`src/verilog/gcl_pkg.sv`:
```
/*
 * gcl_pkg: constants, register map, field positions and timing counts of the
 * three-phase gate control logic.
 * Assumes a 250 MHz system clock and a 32-bit APB register bus.
 */
`default_nettype none
package gcl_pkg;
  // ==========================================================================
  // timing
  localparam int unsigned CLK_NS      = 4;
  localparam int unsigned DT_STEP_NS  = 50;
  localparam int unsigned DT_MAX_NS   = 12000;
  localparam int unsigned DT_STEP_CYC = (DT_STEP_NS + CLK_NS - 1) / CLK_NS;
  localparam int unsigned DT_SET_MAXV = DT_MAX_NS / DT_STEP_NS;
  localparam int unsigned FILT_NS     = 1000;
  localparam int unsigned FILT_CYC    = (FILT_NS + CLK_NS - 1) / CLK_NS;
  localparam int unsigned BLANK_NS    = 400;
  localparam int unsigned BLANK_CYC   = (BLANK_NS + CLK_NS - 1) / CLK_NS;
  // ==========================================================================
  // widths
  localparam int ADDR_W   = 12;
  localparam int SET_W    = 8;
  localparam int CAL_W    = 5;
  localparam int DT_CNT_W = SET_W + CAL_W;
  localparam int FILT_W   = 8;
  localparam int BLANK_W  = 7;
  localparam int CTRL_W   = 4;
  localparam int NPH      = 3;
  // ==========================================================================
  // register offsets
  localparam logic [ADDR_W-1:0] ADDR_CTRL = 12'h000;
  localparam logic [ADDR_W-1:0] ADDR_DT   = 12'h004;
  localparam logic [ADDR_W-1:0] ADDR_CAL  = 12'h008;
  localparam logic [ADDR_W-1:0] ADDR_MASK = 12'h00C;
  localparam logic [ADDR_W-1:0] ADDR_ST0  = 12'h010;
  localparam logic [ADDR_W-1:0] ADDR_ST1  = 12'h014;
  localparam logic [ADDR_W-1:0] ADDR_CMD  = 12'h018;
  localparam logic [ADDR_W-1:0] ADDR_SIM  = 12'h01C;
  // ==========================================================================
  // fields, codes and reset values
  localparam int CTRL_FULL_ON = 0;
  localparam int CTRL_NO_SD   = 1;
  localparam int CTRL_ZERO_DT = 2;
  localparam int CTRL_LOCK    = 3;
  localparam int ST_OC        = 0;
  localparam int ST_DESAT     = 1;
  localparam int ST_PHASE     = 2;
  localparam int ST1_SD       = 9;
  localparam int ST1_SIM      = 10;
  localparam int ST1_SIM_USED = 11;
  localparam int ST1_EN       = 12;
  localparam logic [7:0]        CMD_CLR0    = 8'h01;
  localparam logic [7:0]        CMD_CLR1    = 8'h02;
  localparam logic [7:0]        CMD_KEY_A   = 8'hA5;
  localparam logic [7:0]        CMD_KEY_B   = 8'h5A;
  localparam logic [CTRL_W-1:0] CTRL_RST    = 4'h0;
  localparam logic [SET_W-1:0]  DT_SET_RST  = 8'h00;
  localparam logic [SET_W-1:0]  DT_SET_MAX  = SET_W'(DT_SET_MAXV);
  localparam logic [CAL_W-1:0]  CAL_RST     = CAL_W'(DT_STEP_CYC);
  localparam logic [2:0]        MASK_RST    = 3'h0;
  // ==========================================================================
  // guard sequence for the simultaneous conduction command
  typedef enum logic [1:0] {GD_IDLE, GD_KEY_A, GD_OPEN} gcl_guard_e;
endpackage : gcl_pkg
`default_nettype wire

```
`src/verilog/gcl_desat_filter.sv`:
```
/*
 * gcl_desat_filter: digital filter on one started desaturation condition.
 * Assumes the condition input is synchronous to clk_i.
 */
`timescale 1ns/10ps
`default_nettype none
module gcl_desat_filter #(
  parameter int unsigned CYC = gcl_pkg::FILT_CYC,
  parameter int          W   = gcl_pkg::FILT_W
) (
  // clock and reset
  input  wire logic clk_i,
  input  wire logic rst_n_i,
  // condition and result
  input  wire logic cond_i,
  output var  logic fault_o
);
  typedef struct packed {
    logic [W-1:0] cnt;
    logic         fault;
  } gcl_filt_s;

  gcl_filt_s q;
  gcl_filt_s d;

  // ==========================================================================
  // filter counter
  always_comb begin : filt_next
    d = q;
    if (!cond_i) begin
      d.cnt = '0; // RULE19
    end else if (q.cnt != W'(CYC)) begin
      d.cnt = q.cnt + 1'b1;
    end
    d.fault = cond_i && (d.cnt == W'(CYC)); // RULE18
  end

  always_ff @(posedge clk_i or negedge rst_n_i) begin : filt_reg
    if (!rst_n_i) begin
      q <= '0;
    end else begin
      q <= d;
    end
  end

  assign fault_o = q.fault;
endmodule : gcl_desat_filter
`default_nettype wire

```
`src/verilog/gcl_phase.sv`:
```
/*
 * gcl_phase: one phase of edge-sensitive gate control with deadtime,
 * bootstrap start-up interlock, blanking and fault sampling.
 * Assumes command and comparator inputs synchronous to clk_i.
 */
`timescale 1ns/10ps
`default_nettype none
module gcl_phase #(
  parameter int unsigned BLANK_CYC = gcl_pkg::BLANK_CYC
) (
  // clock and reset
  input  wire logic                          clk_i,
  input  wire logic                          rst_n_i,
  // configuration
  input  wire logic                          enable_i,
  input  wire logic                          sim_en_i,
  input  wire logic                          full_on_i,
  input  wire logic [gcl_pkg::DT_CNT_W-1:0]  dt_cycles_i,
  // commands and comparators
  input  wire logic                          hs_cmd_i,
  input  wire logic                          ls_cmd_i,
  input  wire logic                          desat_cmp_i,
  input  wire logic                          phase_cmp_i,
  // gates and flags
  output var  logic                          hs_gate_o,
  output var  logic                          ls_gate_o,
  output var  logic                          blank_o,
  output var  logic                          desat_o,
  output var  logic                          hs_err_o,
  output var  logic                          ls_err_o
);
  typedef struct packed {
    logic                         hs_prev;
    logic                         ls_prev;
    logic                         hs_gate;
    logic                         ls_gate;
    logic                         hs_pend;
    logic                         ls_pend;
    logic                         ls_seen;
    logic [gcl_pkg::DT_CNT_W-1:0] dead;
    logic [gcl_pkg::BLANK_W-1:0]  blank;
    logic                         blank_act;
    logic                         desat;
    logic                         hs_err;
    logic                         ls_err;
  } gcl_phase_s;

  gcl_phase_s q;
  gcl_phase_s d;
  logic       hs_rise;
  logic       hs_fall;
  logic       ls_rise;
  logic       ls_fall;
  logic       checked;

  // ==========================================================================
  // next state
  always_comb begin : phase_next
    d       = q;
    hs_rise = hs_cmd_i & ~q.hs_prev;
    hs_fall = ~hs_cmd_i & q.hs_prev;
    ls_rise = ls_cmd_i & ~q.ls_prev;
    ls_fall = ~ls_cmd_i & q.ls_prev;
    checked = (q.blank == '0);
    d.hs_prev = hs_cmd_i;
    d.ls_prev = ls_cmd_i;
    if (q.dead != '0) begin
      d.dead = q.dead - 1'b1;
    end
    if (q.blank != '0) begin
      d.blank = q.blank - 1'b1;
    end
    if ((hs_rise | hs_fall | ls_rise | ls_fall) && !sim_en_i) begin
      d.blank = gcl_pkg::BLANK_W'(BLANK_CYC); // RULE12 RULE3
    end
    if (hs_rise) begin
      d.hs_pend = 1'b1;
      if (!sim_en_i) begin
        d.ls_pend = 1'b0;
        if (q.ls_gate) begin
          d.ls_gate = 1'b0; // RULE8
          d.dead    = dt_cycles_i; // RULE9
        end
      end
    end
    if (ls_rise) begin
      d.ls_pend = 1'b1;
      if (!sim_en_i) begin
        d.hs_pend = 1'b0;
        if (q.hs_gate) begin
          d.hs_gate = 1'b0; // RULE8
          d.dead    = dt_cycles_i; // RULE9
        end
      end
    end
    if (hs_fall) begin
      d.hs_pend = 1'b0;
      if (q.hs_gate) begin
        d.hs_gate = 1'b0;
        d.dead    = dt_cycles_i; // RULE9
      end
    end
    if (ls_fall) begin
      d.ls_pend = 1'b0;
      if (q.ls_gate) begin
        d.ls_gate = 1'b0;
        d.dead    = dt_cycles_i; // RULE9
      end
    end
    // turn on once the deadtime is over, at once if it already is
    if (q.hs_pend && d.hs_pend && !q.hs_gate && (q.ls_seen || full_on_i) &&
        (sim_en_i || (q.dead == '0 && !q.ls_gate && !d.ls_gate))) begin
      d.hs_gate = 1'b1; // RULE9 RULE10 RULE11
    end
    if (q.ls_pend && d.ls_pend && !q.ls_gate &&
        (sim_en_i || (q.dead == '0 && !q.hs_gate && !d.hs_gate))) begin
      d.ls_gate = 1'b1; // RULE9 RULE10
      d.ls_seen = 1'b1; // RULE11
    end
    if ((d.hs_gate && !q.hs_gate) || (d.ls_gate && !q.ls_gate)) begin
      if (!sim_en_i) begin
        d.blank = gcl_pkg::BLANK_W'(BLANK_CYC); // RULE3
      end
    end
    if (!enable_i) begin
      d.hs_gate = 1'b0; // RULE23
      d.ls_gate = 1'b0;
      d.hs_pend = 1'b0;
      d.ls_pend = 1'b0;
      d.ls_seen = 1'b0; // RULE11
    end
    d.blank_act = (d.blank != '0);
    // fault sampling after the blanking time
    d.desat  = q.hs_gate && checked && desat_cmp_i; // RULE17
    d.hs_err = q.hs_gate && checked && !phase_cmp_i;
    d.ls_err = q.ls_gate && checked && phase_cmp_i;
  end

  always_ff @(posedge clk_i or negedge rst_n_i) begin : phase_reg
    if (!rst_n_i) begin
      q <= '0; // RULE22
    end else begin
      q <= d;
    end
  end

  assign hs_gate_o = q.hs_gate;
  assign ls_gate_o = q.ls_gate;
  assign blank_o   = q.blank_act;
  assign desat_o   = q.desat;
  assign hs_err_o  = q.hs_err;
  assign ls_err_o  = q.ls_err;
endmodule : gcl_phase
`default_nettype wire

```
`src/verilog/gcl_top.sv`:
```
/*
 * gcl_top: three-phase gate control logic with APB register slave,
 * fault latching, protective shutdown and interrupt output.
 * Assumes all pins synchronous to clk_i (250 MHz) and an APB master.
 */
// Overview of operation
// RULE1 - deadtime programmable over the bus in 50 ns steps, 0 to 12 us
// RULE2 - host calibrates the deadtime step through a bus register
// RULE3 - simultaneous conduction mode turns blanking off; otherwise never both on
// RULE4 - simultaneous mode accepted once per reset, after a two-key guard sequence
// RULE5 - full-on, desaturation behaviour and zero deadtime set and lockable by software
// RULE6 - software chooses which faults are reported and enables interrupt sources
// RULE7 - status registers readable by the bus master
// RULE8 - command leading edge turns complementary gate off, selected on after deadtime
// RULE9 - deadtime starts at each turn-off and blocks the complementary turn-on; the code loads none when enable low forces the gates off
// RULE10 - turn-on after the deadtime already elapsed acts at once
// RULE11 - high side refused after enable until its low side was on once
// RULE12 - low-side current limit blanked briefly after each input change
// RULE13 - overcurrent comparator drives the indicator output and latches a fault
// RULE14 - latched overcurrent shows in status register zero
// RULE15 - masked-in overcurrent fault raises the interrupt output
// RULE16 - interrupt held until fault gone and cleared by group-zero clear
// RULE17 - high side on after blanking with source node low starts desaturation
// RULE18 - desaturation filtered 1.0 us, then all gates off
// RULE19 - desaturation that clears before the filter ends is dropped
// RULE20 - desaturation and phase faults recorded in the fault status register
// RULE21 - software masks interrupts and disables fault shutdown
// RULE22 - reset low clears every register and switches all gates off; the cal register resets to DT_STEP_CYC instead
// RULE23 - gates run only while both enables and reset are high
// RULE24 - phase error flag ORs all phase errors, cleared by group-one clear
// RULE25 - deadtime counter loads setting times calibrated step cycles
// RULE26 - a latched fault holds until absent and its clear command arrives
`timescale 1ns/10ps
`default_nettype none
module gcl_top (
  // clock and reset
  input  wire logic                        clk_i,
  input  wire logic                        rst_n_i,
  // apb slave
  input  wire logic [gcl_pkg::ADDR_W-1:0]  paddr_i,
  input  wire logic                        psel_i,
  input  wire logic                        penable_i,
  input  wire logic                        pwrite_i,
  input  wire logic [31:0]                 pwdata_i,
  output var  logic [31:0]                 prdata_o,
  output var  logic                        pready_o,
  output var  logic                        pslverr_o,
  // enables
  input  wire logic                        enable_input_one_i,
  input  wire logic                        enable_input_two_i,
  // phase commands
  input  wire logic [gcl_pkg::NPH-1:0]     high_side_command_input_i,
  input  wire logic [gcl_pkg::NPH-1:0]     low_side_command_input_i,
  // comparators
  input  wire logic [gcl_pkg::NPH-1:0]     high_side_source_node_desat_i,
  input  wire logic [gcl_pkg::NPH-1:0]     high_side_source_node_phase_i,
  input  wire logic                        overcurrent_cmp_i,
  // gate drive and indicators
  output var  logic [gcl_pkg::NPH-1:0]     high_side_gate_output_o,
  output var  logic [gcl_pkg::NPH-1:0]     low_side_gate_output_o,
  output var  logic [gcl_pkg::NPH-1:0]     current_limit_blank_o,
  output var  logic                        overcurrent_indicator_output_o,
  output var  logic                        int_o
);
  typedef struct packed {
    logic                           pready;
    logic                           pslverr;
    logic [31:0]                    prdata;
    logic [gcl_pkg::CTRL_W-1:0]     ctrl;
    logic [gcl_pkg::SET_W-1:0]      dt_set;
    logic [gcl_pkg::CAL_W-1:0]      cal;
    logic [2:0]                     mask;
    logic                           sim_en;
    logic                           sim_used;
    gcl_pkg::gcl_guard_e            guard;
    logic                           oc_ind;
    logic                           oc_flag;
    logic [gcl_pkg::NPH-1:0]        desat_flag;
    logic [gcl_pkg::NPH-1:0]        hs_err_flag;
    logic [gcl_pkg::NPH-1:0]        ls_err_flag;
    logic                           shutdown;
    logic                           en;
    logic                           irq;
  } gcl_top_s;

  gcl_top_s                       q;
  gcl_top_s                       d;
  logic [gcl_pkg::DT_CNT_W-1:0]   dt_cycles;
  logic [gcl_pkg::NPH-1:0]        desat_start;
  logic [gcl_pkg::NPH-1:0]        desat_fault;
  logic [gcl_pkg::NPH-1:0]        hs_err;
  logic [gcl_pkg::NPH-1:0]        ls_err;
  logic [31:0]                    rd_data;
  logic                           rd_hit;
  logic                           setup;
  logic                           wr_acc;
  logic                           clr0;
  logic                           clr1;
  logic [2:0]                     st0;
  logic                           phase_any;

  // ==========================================================================
  // deadtime in clock cycles
  always_comb begin : dt_calc
    if (q.ctrl[gcl_pkg::CTRL_ZERO_DT]) begin
      dt_cycles = '0; // RULE5
    end else begin
      dt_cycles = {{gcl_pkg::CAL_W{1'b0}}, q.dt_set} *
                  {{gcl_pkg::SET_W{1'b0}}, q.cal}; // RULE25 RULE1 RULE2
    end
  end

  // ==========================================================================
  // phases
  genvar gi;
  generate
    for (gi = 0; gi < gcl_pkg::NPH; gi++) begin : g_phase
      gcl_phase u_phase (
        .clk_i       (clk_i),
        .rst_n_i     (rst_n_i),
        .enable_i    (q.en),
        .sim_en_i    (q.sim_en),
        .full_on_i   (q.ctrl[gcl_pkg::CTRL_FULL_ON]),
        .dt_cycles_i (dt_cycles),
        .hs_cmd_i    (high_side_command_input_i[gi]),
        .ls_cmd_i    (low_side_command_input_i[gi]),
        .desat_cmp_i (high_side_source_node_desat_i[gi]),
        .phase_cmp_i (high_side_source_node_phase_i[gi]),
        .hs_gate_o   (high_side_gate_output_o[gi]),
        .ls_gate_o   (low_side_gate_output_o[gi]),
        .blank_o     (current_limit_blank_o[gi]),
        .desat_o     (desat_start[gi]),
        .hs_err_o    (hs_err[gi]),
        .ls_err_o    (ls_err[gi])
      );
      gcl_desat_filter u_filt (
        .clk_i   (clk_i),
        .rst_n_i (rst_n_i),
        .cond_i  (desat_start[gi]),
        .fault_o (desat_fault[gi])
      );
    end
  endgenerate

  // ==========================================================================
  // register read decode
  always_comb begin : rd_decode
    phase_any = |{q.hs_err_flag, q.ls_err_flag}; // RULE24
    st0       = {phase_any, |q.desat_flag, q.oc_flag};
    rd_data   = '0;
    rd_hit    = 1'b1;
    if (paddr_i == gcl_pkg::ADDR_CTRL) begin
      rd_data[gcl_pkg::CTRL_W-1:0] = q.ctrl;
    end else if (paddr_i == gcl_pkg::ADDR_DT) begin
      rd_data[gcl_pkg::SET_W-1:0] = q.dt_set;
    end else if (paddr_i == gcl_pkg::ADDR_CAL) begin
      rd_data[gcl_pkg::CAL_W-1:0] = q.cal;
    end else if (paddr_i == gcl_pkg::ADDR_MASK) begin
      rd_data[2:0] = q.mask;
    end else if (paddr_i == gcl_pkg::ADDR_ST0) begin
      rd_data[2:0] = st0; // RULE7 RULE14
    end else if (paddr_i == gcl_pkg::ADDR_ST1) begin
      rd_data[8:0]                  = {q.ls_err_flag, q.hs_err_flag, q.desat_flag}; // RULE20
      rd_data[gcl_pkg::ST1_SD]       = q.shutdown;
      rd_data[gcl_pkg::ST1_SIM]      = q.sim_en;
      rd_data[gcl_pkg::ST1_SIM_USED] = q.sim_used;
      rd_data[gcl_pkg::ST1_EN]       = q.en;
    end else if (paddr_i == gcl_pkg::ADDR_CMD) begin
      rd_data = '0;
    end else if (paddr_i == gcl_pkg::ADDR_SIM) begin
      rd_data[0] = q.sim_en;
    end else begin
      rd_hit = 1'b0;
    end
  end

  // ==========================================================================
  // next state
  always_comb begin : top_next
    d      = q;
    setup  = psel_i && !penable_i;
    wr_acc = psel_i && penable_i && q.pready && pwrite_i && !q.pslverr;
    clr0   = wr_acc && (paddr_i == gcl_pkg::ADDR_CMD) && (pwdata_i[7:0] == gcl_pkg::CMD_CLR0);
    clr1   = wr_acc && (paddr_i == gcl_pkg::ADDR_CMD) && (pwdata_i[7:0] == gcl_pkg::CMD_CLR1);
    // apb answer, no wait state
    d.pready  = setup;
    d.pslverr = setup && !rd_hit;
    if (setup) begin
      d.prdata = rd_data; // RULE7
    end
    // register writes
    if (wr_acc) begin
      if (paddr_i == gcl_pkg::ADDR_CTRL) begin
        if (!q.ctrl[gcl_pkg::CTRL_LOCK]) begin
          d.ctrl = pwdata_i[gcl_pkg::CTRL_W-1:0]; // RULE5
        end
      end else if (paddr_i == gcl_pkg::ADDR_DT) begin
        if (pwdata_i[gcl_pkg::SET_W-1:0] > gcl_pkg::DT_SET_MAX || pwdata_i[31:8] != '0) begin
          d.dt_set = gcl_pkg::DT_SET_MAX; // RULE1
        end else begin
          d.dt_set = pwdata_i[gcl_pkg::SET_W-1:0]; // RULE1
        end
      end else if (paddr_i == gcl_pkg::ADDR_CAL) begin
        d.cal = pwdata_i[gcl_pkg::CAL_W-1:0]; // RULE2
      end else if (paddr_i == gcl_pkg::ADDR_MASK) begin
        d.mask = pwdata_i[2:0]; // RULE6 RULE21
      end else if (paddr_i == gcl_pkg::ADDR_CMD) begin
        if (pwdata_i[7:0] == gcl_pkg::CMD_KEY_A) begin
          d.guard = gcl_pkg::GD_KEY_A; // RULE4
        end else if (pwdata_i[7:0] == gcl_pkg::CMD_KEY_B && q.guard == gcl_pkg::GD_KEY_A) begin
          d.guard = gcl_pkg::GD_OPEN; // RULE4
        end else begin
          d.guard = gcl_pkg::GD_IDLE;
        end
      end else if (paddr_i == gcl_pkg::ADDR_SIM) begin
        d.guard = gcl_pkg::GD_IDLE;
        if (q.guard == gcl_pkg::GD_OPEN && !q.sim_used) begin
          d.sim_en   = pwdata_i[0]; // RULE4 RULE3
          d.sim_used = 1'b1; // RULE4
        end
      end
    end
    // fault latching: set wins over clear, clear only once absent
    d.oc_ind  = overcurrent_cmp_i; // RULE13
    d.oc_flag = overcurrent_cmp_i || (q.oc_flag && !clr0); // RULE13 RULE26
    for (int i = 0; i < gcl_pkg::NPH; i++) begin
      d.desat_flag[i]  = desat_fault[i] || (q.desat_flag[i] && !(clr1 && !desat_start[i])); // RULE18 RULE20 RULE26
      d.hs_err_flag[i] = hs_err[i] || (q.hs_err_flag[i] && !clr1); // RULE20 RULE24 RULE26
      d.ls_err_flag[i] = ls_err[i] || (q.ls_err_flag[i] && !clr1); // RULE24 RULE26
    end
    // shutdown on desaturation and phase faults unless disabled
    d.shutdown = !q.ctrl[gcl_pkg::CTRL_NO_SD] && (|d.desat_flag || |d.hs_err_flag ||
                 |d.ls_err_flag); // RULE18 RULE21
    d.en       = enable_input_one_i && enable_input_two_i && !d.shutdown; // RULE23
    // interrupt from masked status
    d.irq = |({|d.hs_err_flag || |d.ls_err_flag, |d.desat_flag, d.oc_flag} & q.mask); // RULE15 RULE16 RULE6
  end

  // ==========================================================================
  // state register
  always_ff @(posedge clk_i or negedge rst_n_i) begin : top_reg
    if (!rst_n_i) begin
      q          <= '0; // RULE22
      q.ctrl     <= gcl_pkg::CTRL_RST;
      q.dt_set   <= gcl_pkg::DT_SET_RST;
      q.cal      <= gcl_pkg::CAL_RST;
      q.mask     <= gcl_pkg::MASK_RST;
      q.guard    <= gcl_pkg::GD_IDLE;
    end else begin
      q <= d;
    end
  end

  // ==========================================================================
  // outputs
  assign prdata_o                       = q.prdata;
  assign pready_o                       = q.pready;
  assign pslverr_o                      = q.pslverr;
  assign overcurrent_indicator_output_o = q.oc_ind;
  assign int_o                          = q.irq;
endmodule : gcl_top
`default_nettype wire

```
`config.mk`:
```
export PLATFORM = sky130hd
export DESIGN_NAME = gcl_top
export DESIGN_NICKNAME = d
export VERILOG_FILES = /design/src/verilog/gcl_pkg.sv /design/src/verilog/gcl_desat_filter.sv /design/src/verilog/gcl_phase.sv /design/src/verilog/gcl_top.sv
export SDC_FILE = /design/constraint.sdc
export NUM_CORES = 1
export LEC_CHECK = 0
export BUFFER_PORTS_ARGS = -buffer_cell sky130_fd_sc_hd__buf_2
export CORE_UTILIZATION = 50
export CTS_CLUSTER_SIZE = 20
export DETAILED_ROUTE_END_ITERATION = 10
export HOLD_SLACK_MARGIN = 0.12
export PLACE_DENSITY_LB_ADDON = 0.3
export RECOVER_POWER = 50
export SYNTH_ARGS = -nofsm -noshare
export SYNTH_HDL_FRONTEND = slang
export SYNTH_SLANG_ARGS = --single-unit
```
`constraint.sdc`:
```
create_clock -name clk_i -period 3.48 [get_ports clk_i]
set_input_delay 0.696 -clock clk_i [delete_from_list [all_inputs] [get_ports clk_i]]
set_output_delay 0.696 -clock clk_i [all_outputs]
set_load 0.05 [all_outputs]
```
==> impl_results.md, run 1 <==
- Register clock-pin slew on the reported worst setup and hold paths: 70 ps
- Critical path class: reg -> reg
- Number of cell rows: 52
- Required @ worst endpoint: between 3000 and 4000 ps
- Ratio of routed vias to standard cells: about 5.5
- Top fanout value on the critical path: 6
- Sequential area share after synthesis: 0.4184
- Fillcell total: 1722
- Total of buffers placed on input and output ports: 89
- Combinational share of power: 0.197
- CTS tree: built
- Time the final worst path needs with I/O delays and setup: 3672 ps
- Largest cells by area after synthesis: sky130_fd_sc_hd__dfrtp_1 41%, sky130_fd_sc_hd__ha_1 5.1%, sky130_fd_sc_hd__nand2_1 4.6%, sky130_fd_sc_hd__xnor2_1 3.6%, sky130_fd_sc_hd__fa_1 3.5%
- Clock Tree Buf Depth: 2
- Number of nets at the end of the flow: 1334
- Total power: between 5 and 6 mW
- Antenna violations before repair: 0
- Syn. warnings: 0
- Pin count of the biggest net entering global routing: 84
- Crit path capture type: flop
- Capture point of the worst reg-to-reg path: g_phase[2].u_phase.q[20]$_DFF_PN0_
- DRT Pass-1 Iters: 5
- Area growth from synthesis to layout: 15.27%
- Most frequent cells in the layout: 170 x sky130_fd_sc_hd__dfrtp_1, 125 x sky130_fd_sc_hd__nand2_1, 81 x sky130_fd_sc_hd__buf_2, 76 x sky130_fd_sc_hd__nor2_1, 73 x sky130_fd_sc_hd__inv_1
- Worst-case clock skew: 9.902 ps
- Most common library cell in the layout ignoring fill and taps: sky130_fd_sc_hd__dfrtp_1
- Max Fclk: 0.2723 GHz
- RSZ-0062 raised after global routing: true
- Number of clock buffers inserted by TritonCTS: 17
- Failing checks: max-capacitance violations, max-slew violations, negative setup slack
- Worst R2R Setup Slack: -190 ps
- Via count of the first global-routing pass: 7870
- Routed wire length per instance: 15.90 um
- Die Ht: 145.9 um
- Syn Inst Count: 1117
- Startpoint of the most critical setup path: q[23]$_DFFE_PN1P_
- Worst-case setup margin in the final layout: -192.4 ps
- Number of pins with negative max-slew slack in the final report: between 80 and 90
- Antenna Diode Count: 0
- Worst skew pair latency: 430 ps
- Arrival time of the worst setup path: approximately 4000 ps
- Hpwl dp: 17130 um
- Routed Wire Length: 23740 um
- Remaining global-route overflow: 0
- Share of the clock period used by the worst path after layout: 1.055
- Final ANT Viol Nets: 0
- Power share of the clock group: 0.345
- Standby leakage power: 5.555 nW
- Pwr Density: between 400 and 500 mW/mm^2
- Share of total power consumed by net switching: 0.3238
- Share of final-layout standard cells stronger than drive strength 1: 0.1750
- # DRC: 0
- Max Cap Violations: 1
- Average footprint of a synthesized cell: 9.270 um^2
- Share of async-settable or async-resettable flops after synthesis: 1.000
- Result of the run: finished, violations left
- Slew at the pin closest to its max-slew limit: roughly 2100 ps
- Total negative slack for setup checks: -2338 ps
- Leading area contributor after synthesis: sky130_fd_sc_hd__dfrtp_1
- Main synth FF type: sky130_fd_sc_hd__dfrtp_1
- CTS Hold Bufs: 0
- Number of cells traversed by the worst register-to-register path: 13
- Floorplan die width: ~150 um
- Ports placed on the boundary: 109
- Switching power summed over all nets: 1.886 mW
- Core box area: 0.02030 mm^2
- Total via count in the routed design: 8259
- CTS sink count: 173
- Critical path destination: g_phase[2].u_phase.q[20]$_DFF_PN0_
- CP Launch Type: flop
- Unique cell type count in the Yosys netlist: between 60 and 70
- Root buffer cell: sky130_fd_sc_hd__clkbuf_16
- Setup-violating endpoint count in the final report: 21
- Final Cell Area: 0.01194 mm^2
- Total routing usage reported by global routing: 0.2322
- Number of synthesized flops with an enable pin: 0
- Final hold viol count: 0
- First-pass GRT wire length: 39550 um
- Class of the tightest hold or removal check: in -> reg
- Max-slew headroom at the worst pin: -0.3816
- Post-place instance area: 0.01109 mm^2
- DR iter-0 viols: 540
- Flip-flop and latch count after synthesis: 173
- Initial standard-cell utilization of the core: 0.5101
- Total number of H-tree levels: 4
- Post-placement worst setup slack: -182.7 ps
- Critical register-to-register path startpoint: q[23]$_DFFE_PN1P_
- Reg power frac: 0.458
- Die area: 0.02129 mm^2
- Cell Int Power: 3.940 mW
- Share of Yosys cell area claimed by the top area cell type: 0.4108
- Peak supply drop: about 430 uV
- Gpl congestion: 0.8882
- Netlist Area Pre-Place: 0.01035 mm^2
worst max-delay path: stages (launching register included):
cell                       delay (ps)
sky130_fd_sc_hd__dfstp_2          570
sky130_fd_sc_hd__and2_4           160
sky130_fd_sc_hd__fa_1             400
sky130_fd_sc_hd__fa_1             520
sky130_fd_sc_hd__inv_2             40
sky130_fd_sc_hd__fa_1             530
sky130_fd_sc_hd__inv_2             50
sky130_fd_sc_hd__ha_4             210
sky130_fd_sc_hd__buf_4            150
sky130_fd_sc_hd__or3_4            380
sky130_fd_sc_hd__o211ai_1         130
sky130_fd_sc_hd__xnor2_1          160
sky130_fd_sc_hd__nand2_1          130
sky130_fd_sc_hd__o21ai_1          180
final cells by class:
type / instances / area (um^2) / share of cell area
clock buffer: 18 / 429.2 / 0.03595
clock inverter: 14 / 195.2 / 0.01635
inverter: 78 / 292.8 / 0.02453
multi-input combinational: 812 / 5593 / 0.4686
sequential: 173 / 4333 / 0.3630
tap: 270 / 337.8 / 0.02830
timing repair buffer: 128 / 755.7 / 0.06331
power groups by stage:
stage          Combinational, mW  Sequential (mW)  Clock, mW
2_1_floorplan              0.908             2.62          0
3_3_place_gp                1.11             2.69          0
3_5_place_dp                1.15             2.69          0
4_1_cts                     1.16             2.66       2.04
5_1_grt                     1.30             2.72       2.13
6_report                    1.15             2.67       2.01
worst min path at each step:
| stage | start | endpoint | slack (ps) | cells past startpoint |
|---|---|---|---|---|
| floorplan | rst_n_i | g_phase[0].u_filt.fault_o$_DFF_PN0_ | 400 | 0 |
| global placement | g_phase[0].u_phase.ls_err_o$_DFF_PN0_ | q[3]$_DFF_PN0_ | 440 | 1 |
| detailed placement | g_phase[1].u_filt.fault_o$_DFF_PN0_ | q[10]$_DFF_PN0_ | 450 | 1 |
| CTS | rst_n_i | g_phase[1].u_phase.q[15]$_DFF_PN0_ | 340 | 1 |
| global route | low_side_command_input_i[2] | g_phase[2].u_phase.q[29]$_DFF_PN0_ | 410 | 1 |
| finish | high_side_command_input_i[0] | g_phase[0].u_phase.q[30]$_DFF_PN0_ | 420 | 1 |
metal layers:
metal  wire length (um)  GRT usage  vias to the layer above
met3               1089    0.04326                       27
met1              11140     0.3276                     4031
met2              11150     0.3679                      180
li1                   -          -                     4021
met5                  0          0                        -
met4                356    0.06053                        0
synthesized netlist by cell type, types with 7 or more instances:
cell type                    n
sky130_fd_sc_hd__nand2b_1   10
sky130_fd_sc_hd__o21ai_0    55
sky130_fd_sc_hd__a211oi_1    7
sky130_fd_sc_hd__buf_4      42
sky130_fd_sc_hd__inv_1      78
sky130_fd_sc_hd__nor3b_1     9
sky130_fd_sc_hd__nor3_1     39
sky130_fd_sc_hd__a22o_1      7
sky130_fd_sc_hd__a21o_1     11
sky130_fd_sc_hd__nand3_1    34
sky130_fd_sc_hd__and3_1     14
sky130_fd_sc_hd__o31ai_1    11
sky130_fd_sc_hd__a31oi_1    16
sky130_fd_sc_hd__nor2b_1    16
sky130_fd_sc_hd__ha_1       42
sky130_fd_sc_hd__or3_1       8
sky130_fd_sc_hd__nor4_1     28
sky130_fd_sc_hd__dfrtp_1   170
sky130_fd_sc_hd__xnor2_1    42
sky130_fd_sc_hd__clkbuf_1   22
sky130_fd_sc_hd__and2_1     39
sky130_fd_sc_hd__a21oi_1    48
sky130_fd_sc_hd__nand2_1   127
sky130_fd_sc_hd__nor2_1     77
sky130_fd_sc_hd__xor2_1     19
sky130_fd_sc_hd__fa_1       18
sky130_fd_sc_hd__mux2_2     12
sky130_fd_sc_hd__mux2i_1    18
sky130_fd_sc_hd__nand4_1    12
through the flow:
step                      utilization  instances  hold WS, ps
after CTS                      0.5807       1488        340.4
after global routing           0.5880       1493        406.3
after floorplan                     -       1135        400.4
after detailed placement       0.5463       1455        447.2
final                          0.5880       1493        418.0
after global placement         0.5463       1455        443.6
sequential cells by signal, summed over array words and instances (netlist names):
signal                          cells
g_phase.u_phase.q                  75
q                                  36
g_phase.u_filt.q                   24
prdata_o                           13
g_phase.u_filt.fault_o              3
g_phase.u_phase.blank_o             3
g_phase.u_phase.desat_o             3
g_phase.u_phase.hs_err_o            3
g_phase.u_phase.hs_gate_o           3
g_phase.u_phase.ls_err_o            3
g_phase.u_phase.ls_gate_o           3
int_o                               1
overcurrent_indicator_output_o      1
pready_o                            1
pslverr_o                           1
what timing repair did:
action | in CTS | in global routing
gates resized for setup | 19 | 27
endpoints found under the setup margin | 19 | 23
pin swaps | 15 | 21
setup buffers | 1 | 5
kinds of logic (layout without fill, tap and decap cells):
logic type,count (synthesis),after routing,share of synthesized area
XOR/XNOR,61,61,0.05159
adder cells (fa/ha/maj),60,60,0.08555
other,1,19,0.0003621
multiplexers,31,31,0.03262
buffers and inverters,150,238,0.07105
AND/OR/NAND/NOR,440,440,0.2175
AO/OA/AOI/OAI,201,201,0.1229
flip-flops,173,173,0.4184
(Power assumes the default switching activity.)
==> run 2, diff against run 1 <==
--- a/config.mk
+++ b/config.mk
@@ -6,6 +6,7 @@
 export NUM_CORES = 1
 export LEC_CHECK = 0
 export BUFFER_PORTS_ARGS = -buffer_cell sky130_fd_sc_hd__buf_2
+export CORE_ASPECT_RATIO = 1.2
 export CORE_UTILIZATION = 50
 export CTS_CLUSTER_SIZE = 20
 export DETAILED_ROUTE_END_ITERATION = 10
==> impl_results.md, run 2 (same netlist as run 1, synthesis figures left out) <==
- CTS sink count: 173 (unchanged)
- Number of cell rows: 57 (+9.6%)
- Number of cells traversed by the worst register-to-register path: 13 (unchanged)
- Worst R2R Setup Slack: -90 ps (+110 ps)
- Register bank with the most flops: g_phase.u_phase.q
- Critical path destination: g_phase[2].u_phase.q[19]$_DFF_PN0_
- Failing checks: max-capacitance violations, max-slew violations, negative setup slack
- Worst-case clock skew: 15.22 ps (+5.314 ps)
- Total number of H-tree levels: 4 (unchanged)
- RSZ-0062 raised after global routing: true
- Routed Wire Length: 24000 um (+1.1%)
- Max-slew headroom at the worst pin: -0.3058 (+0.07578)
- Class of the tightest hold or removal check: in -> reg
- Antenna Diode Count: 0 (unchanged)
- Power share of the clock group: 0.329 (-0.016)
- Final Cell Area: 0.01175 mm^2 (-1.6%)
- Initial standard-cell utilization of the core: 0.5112 (+0.001134)
- Area growth from synthesis to layout: 13.49%
- Pin count of the biggest net entering global routing: 79 (-6.0%)
- Antenna violations before repair: 0 (unchanged)
- Critical path class: reg -> reg
- CTS Hold Bufs: 0 (unchanged)
- Peak supply drop: 437.4 uV (+2.2%)
- Total of buffers placed on input and output ports: 89 (unchanged)
- Number of buffers and inverters on the critical path: 2 (-1)
- Share of the clock period used by the worst path after layout: 1.025 (-0.03065)
- Setup-violating endpoint count in the final report: 16 (-24%)
- Arrival time of the worst setup path: 3920 ps (-110 ps)
- Largest registers: g_phase.u_phase.q (75), q (36), g_phase.u_filt.q (24)
- Gpl congestion: 0.8692 (-2.1%)
- Result of the run: finished, violations left
- Clock Tree Buf Depth: 2 (unchanged)
- Crit path capture type: flop
- Critical path's slowest cell: sky130_fd_sc_hd__dfstp_2
- Remaining global-route overflow: 0 (unchanged)
- Largest delay share family, worst path: adder cells
- Number of nets at the end of the flow: 1328 (-0.45%)
- Peak per-stage delay on the critical path: 570 ps (about the same)
- Most frequent cells in the layout: 170 x sky130_fd_sc_hd__dfrtp_1, 126 x sky130_fd_sc_hd__nand2_1, 81 x sky130_fd_sc_hd__buf_2, 77 x sky130_fd_sc_hd__nor2_1, 76 x sky130_fd_sc_hd__inv_1
- Slew at the pin closest to its max-slew limit: 1959 ps (-113.7 ps)
- Most common library cell in the layout ignoring fill and taps: sky130_fd_sc_hd__dfrtp_1
- Max Fclk: 0.2804 GHz (+3.0%)
- Cell Int Power: 3.880 mW (-1.5%)
- CP Launch Type: flop
- DR iter-0 viols: 576 (+6.7%)
- # DRC: 0 (unchanged)
- Pwr Density: 483.7 mW/mm^2 (-0.91%)
- DRT Pass-1 Iters: 5 (unchanged)
- Post-place instance area: 0.01108 mm^2 (about the same)
- Number of pins with negative max-slew slack in the final report: 79 (-6.0%)
- Share of the core filled with cells: 0.5802 (-0.007835)
- Core box area: 0.02025 mm^2 (-0.22%)
- Root buffer cell: sky130_fd_sc_hd__clkbuf_16
- Reg power frac: 0.470 (+0.012)
- Max Cap Violations: 1 (unchanged)
- Floorplan die width: 133.4 um (-8.6%)
- Standby leakage power: 5.470 nW (-1.5%)
- Total routing usage reported by global routing: 0.2340 (+0.001829)
- Share of final-layout standard cells stronger than drive strength 1: 0.1660 (-0.008998)
- Largest register FFs: 75 (unchanged)
- Crit path cell chain: nand2_1 -> fa_1 -> fa_1 -> fa_1 -> inv_1 -> ha_4 -> nor2b_4 -> o2111ai_4 -> and2_4 -> buf_6 -> xnor2_2 -> nand2_2 -> mux2i_1
- Total power: 5.684 mW (-2.4%)
- Ports placed on the boundary: 109 (unchanged)
- CTS tree: built
- Switching power summed over all nets: 1.804 mW (-4.4%)
- Register clock-pin slew on the reported worst setup and hold paths: 70 ps (about the same)
- Share of total power consumed by net switching: 0.3173 (-0.006455)
- Final hold viol count: 0 (unchanged)
- Capture point of the worst reg-to-reg path: g_phase[2].u_phase.q[19]$_DFF_PN0_
- Cell repeated most along the worst path: sky130_fd_sc_hd__fa_1
- Via count of the first global-routing pass: 8149 (+3.5%)
- Worst skew pair latency: 440 ps (about the same)
- Combinational share of power: 0.201 (+0.004)
- Routed wire length per instance: 16.19 um (+1.8%)
- Depth of the critical timing path with buffers and inverters included: 13 (unchanged)
- Placed Instances: 1448 (-0.48%)
- Non-filler cells, final: 1482 (-0.74%)
- Required @ worst endpoint: 3830 ps (about the same)
- Total via count in the routed design: 8339 (+0.97%)
- Top fanout value on the critical path: 6 (unchanged)
- Number of clock buffers inserted by TritonCTS: 17 (unchanged)
- Ratio of routed vias to standard cells: 5.627 (+1.7%)
- Hpwl dp: 17250 um (+0.71%)
- Die area: 0.02129 mm^2 (about the same)
- First-pass GRT wire length: 39680 um (+0.32%)
- Time the final worst path needs with I/O delays and setup: 3566 ps (-106.7 ps)
- Startpoint of the most critical setup path: q[23]$_DFFE_PN1P_
- Die Ht: 159.6 um (+9.4%)
- Final ANT Viol Nets: 0 (unchanged)
- Worst-case setup margin in the final layout: -85.75 ps (+106.7 ps)
- Critical register-to-register path startpoint: q[23]$_DFFE_PN1P_
[run 2: through the flow]
stage	setup WS [ps]	setup TNS (ps)	hold WS, ps
2_1_floorplan	-7.579	-7.579	400.4
3_3_place_gp	-62.12	-556.1	440.3
3_5_place_dp	-147.6	-1086	450.3
4_1_cts	-123.5	-1070	330.8
5_1_grt	-300.8	-8003	405.5
6_report	-85.75	-814.4	409.7
[run 2: power by group through the flow]
stage | Clock [mW] | Combinational (mW) | Sequential (mW)
global placement | 0 | 1.11 | 2.69
floorplan | 0 | 0.908 | 2.62
global route | 1.97 | 1.31 | 2.72
finish | 1.87 | 1.14 | 2.67
CTS | 1.90 | 1.16 | 2.66
detailed placement | 0 | 1.15 | 2.69
[run 2: layer usage]
layer	vias to the layer above	GRT usage	part of all wire
met2	233	0.3906	0.49
met3	39	0.04159	0.049
met1	4083	0.3017	0.44
met4	0	0.09091	0.024
met5	-	0	0
li1	3984	-	-
[run 2: cell type report]
type / count / area (um^2)
tap: 265 / 331.6
inverter: 78 / 292.8
clock inverter: 12 / 108.9
timing repair buffer: 122 / 683.2
multi-input combinational: 812 / 5535
clock buffer: 20 / 466.7
sequential: 173 / 4333
fill: 1758 / 8503
[run 2: how the worst min path moves through the flow]
stage	to	slack, ps	cells past startpoint	from
2_1_floorplan	g_phase[0].u_filt.fault_o$_DFF_PN0_	400	0	rst_n_i
3_3_place_gp	q[7]$_DFF_PN0_	440	1	g_phase[1].u_phase.hs_err_o$_DFF_PN0_
3_5_place_dp	q[10]$_DFF_PN0_	450	1	g_phase[1].u_filt.fault_o$_DFF_PN0_
4_1_cts	g_phase[1].u_phase.q[15]$_DFF_PN0_	330	1	rst_n_i
5_1_grt	g_phase[1].u_phase.q[29]$_DFF_PN0_	410	1	low_side_command_input_i[1]
6_report	g_phase[2].u_phase.q[29]$_DFF_PN0_	410	1	low_side_command_input_i[2]
[run 2: timing repair]
item / in CTS / in global routing
pin swaps: 18 / 7
setup endpoints to repair: 17 / 23
hold endpoints to repair: 0 / 0
setup buffers: 2 / 0
gates resized for setup: 24 / 8
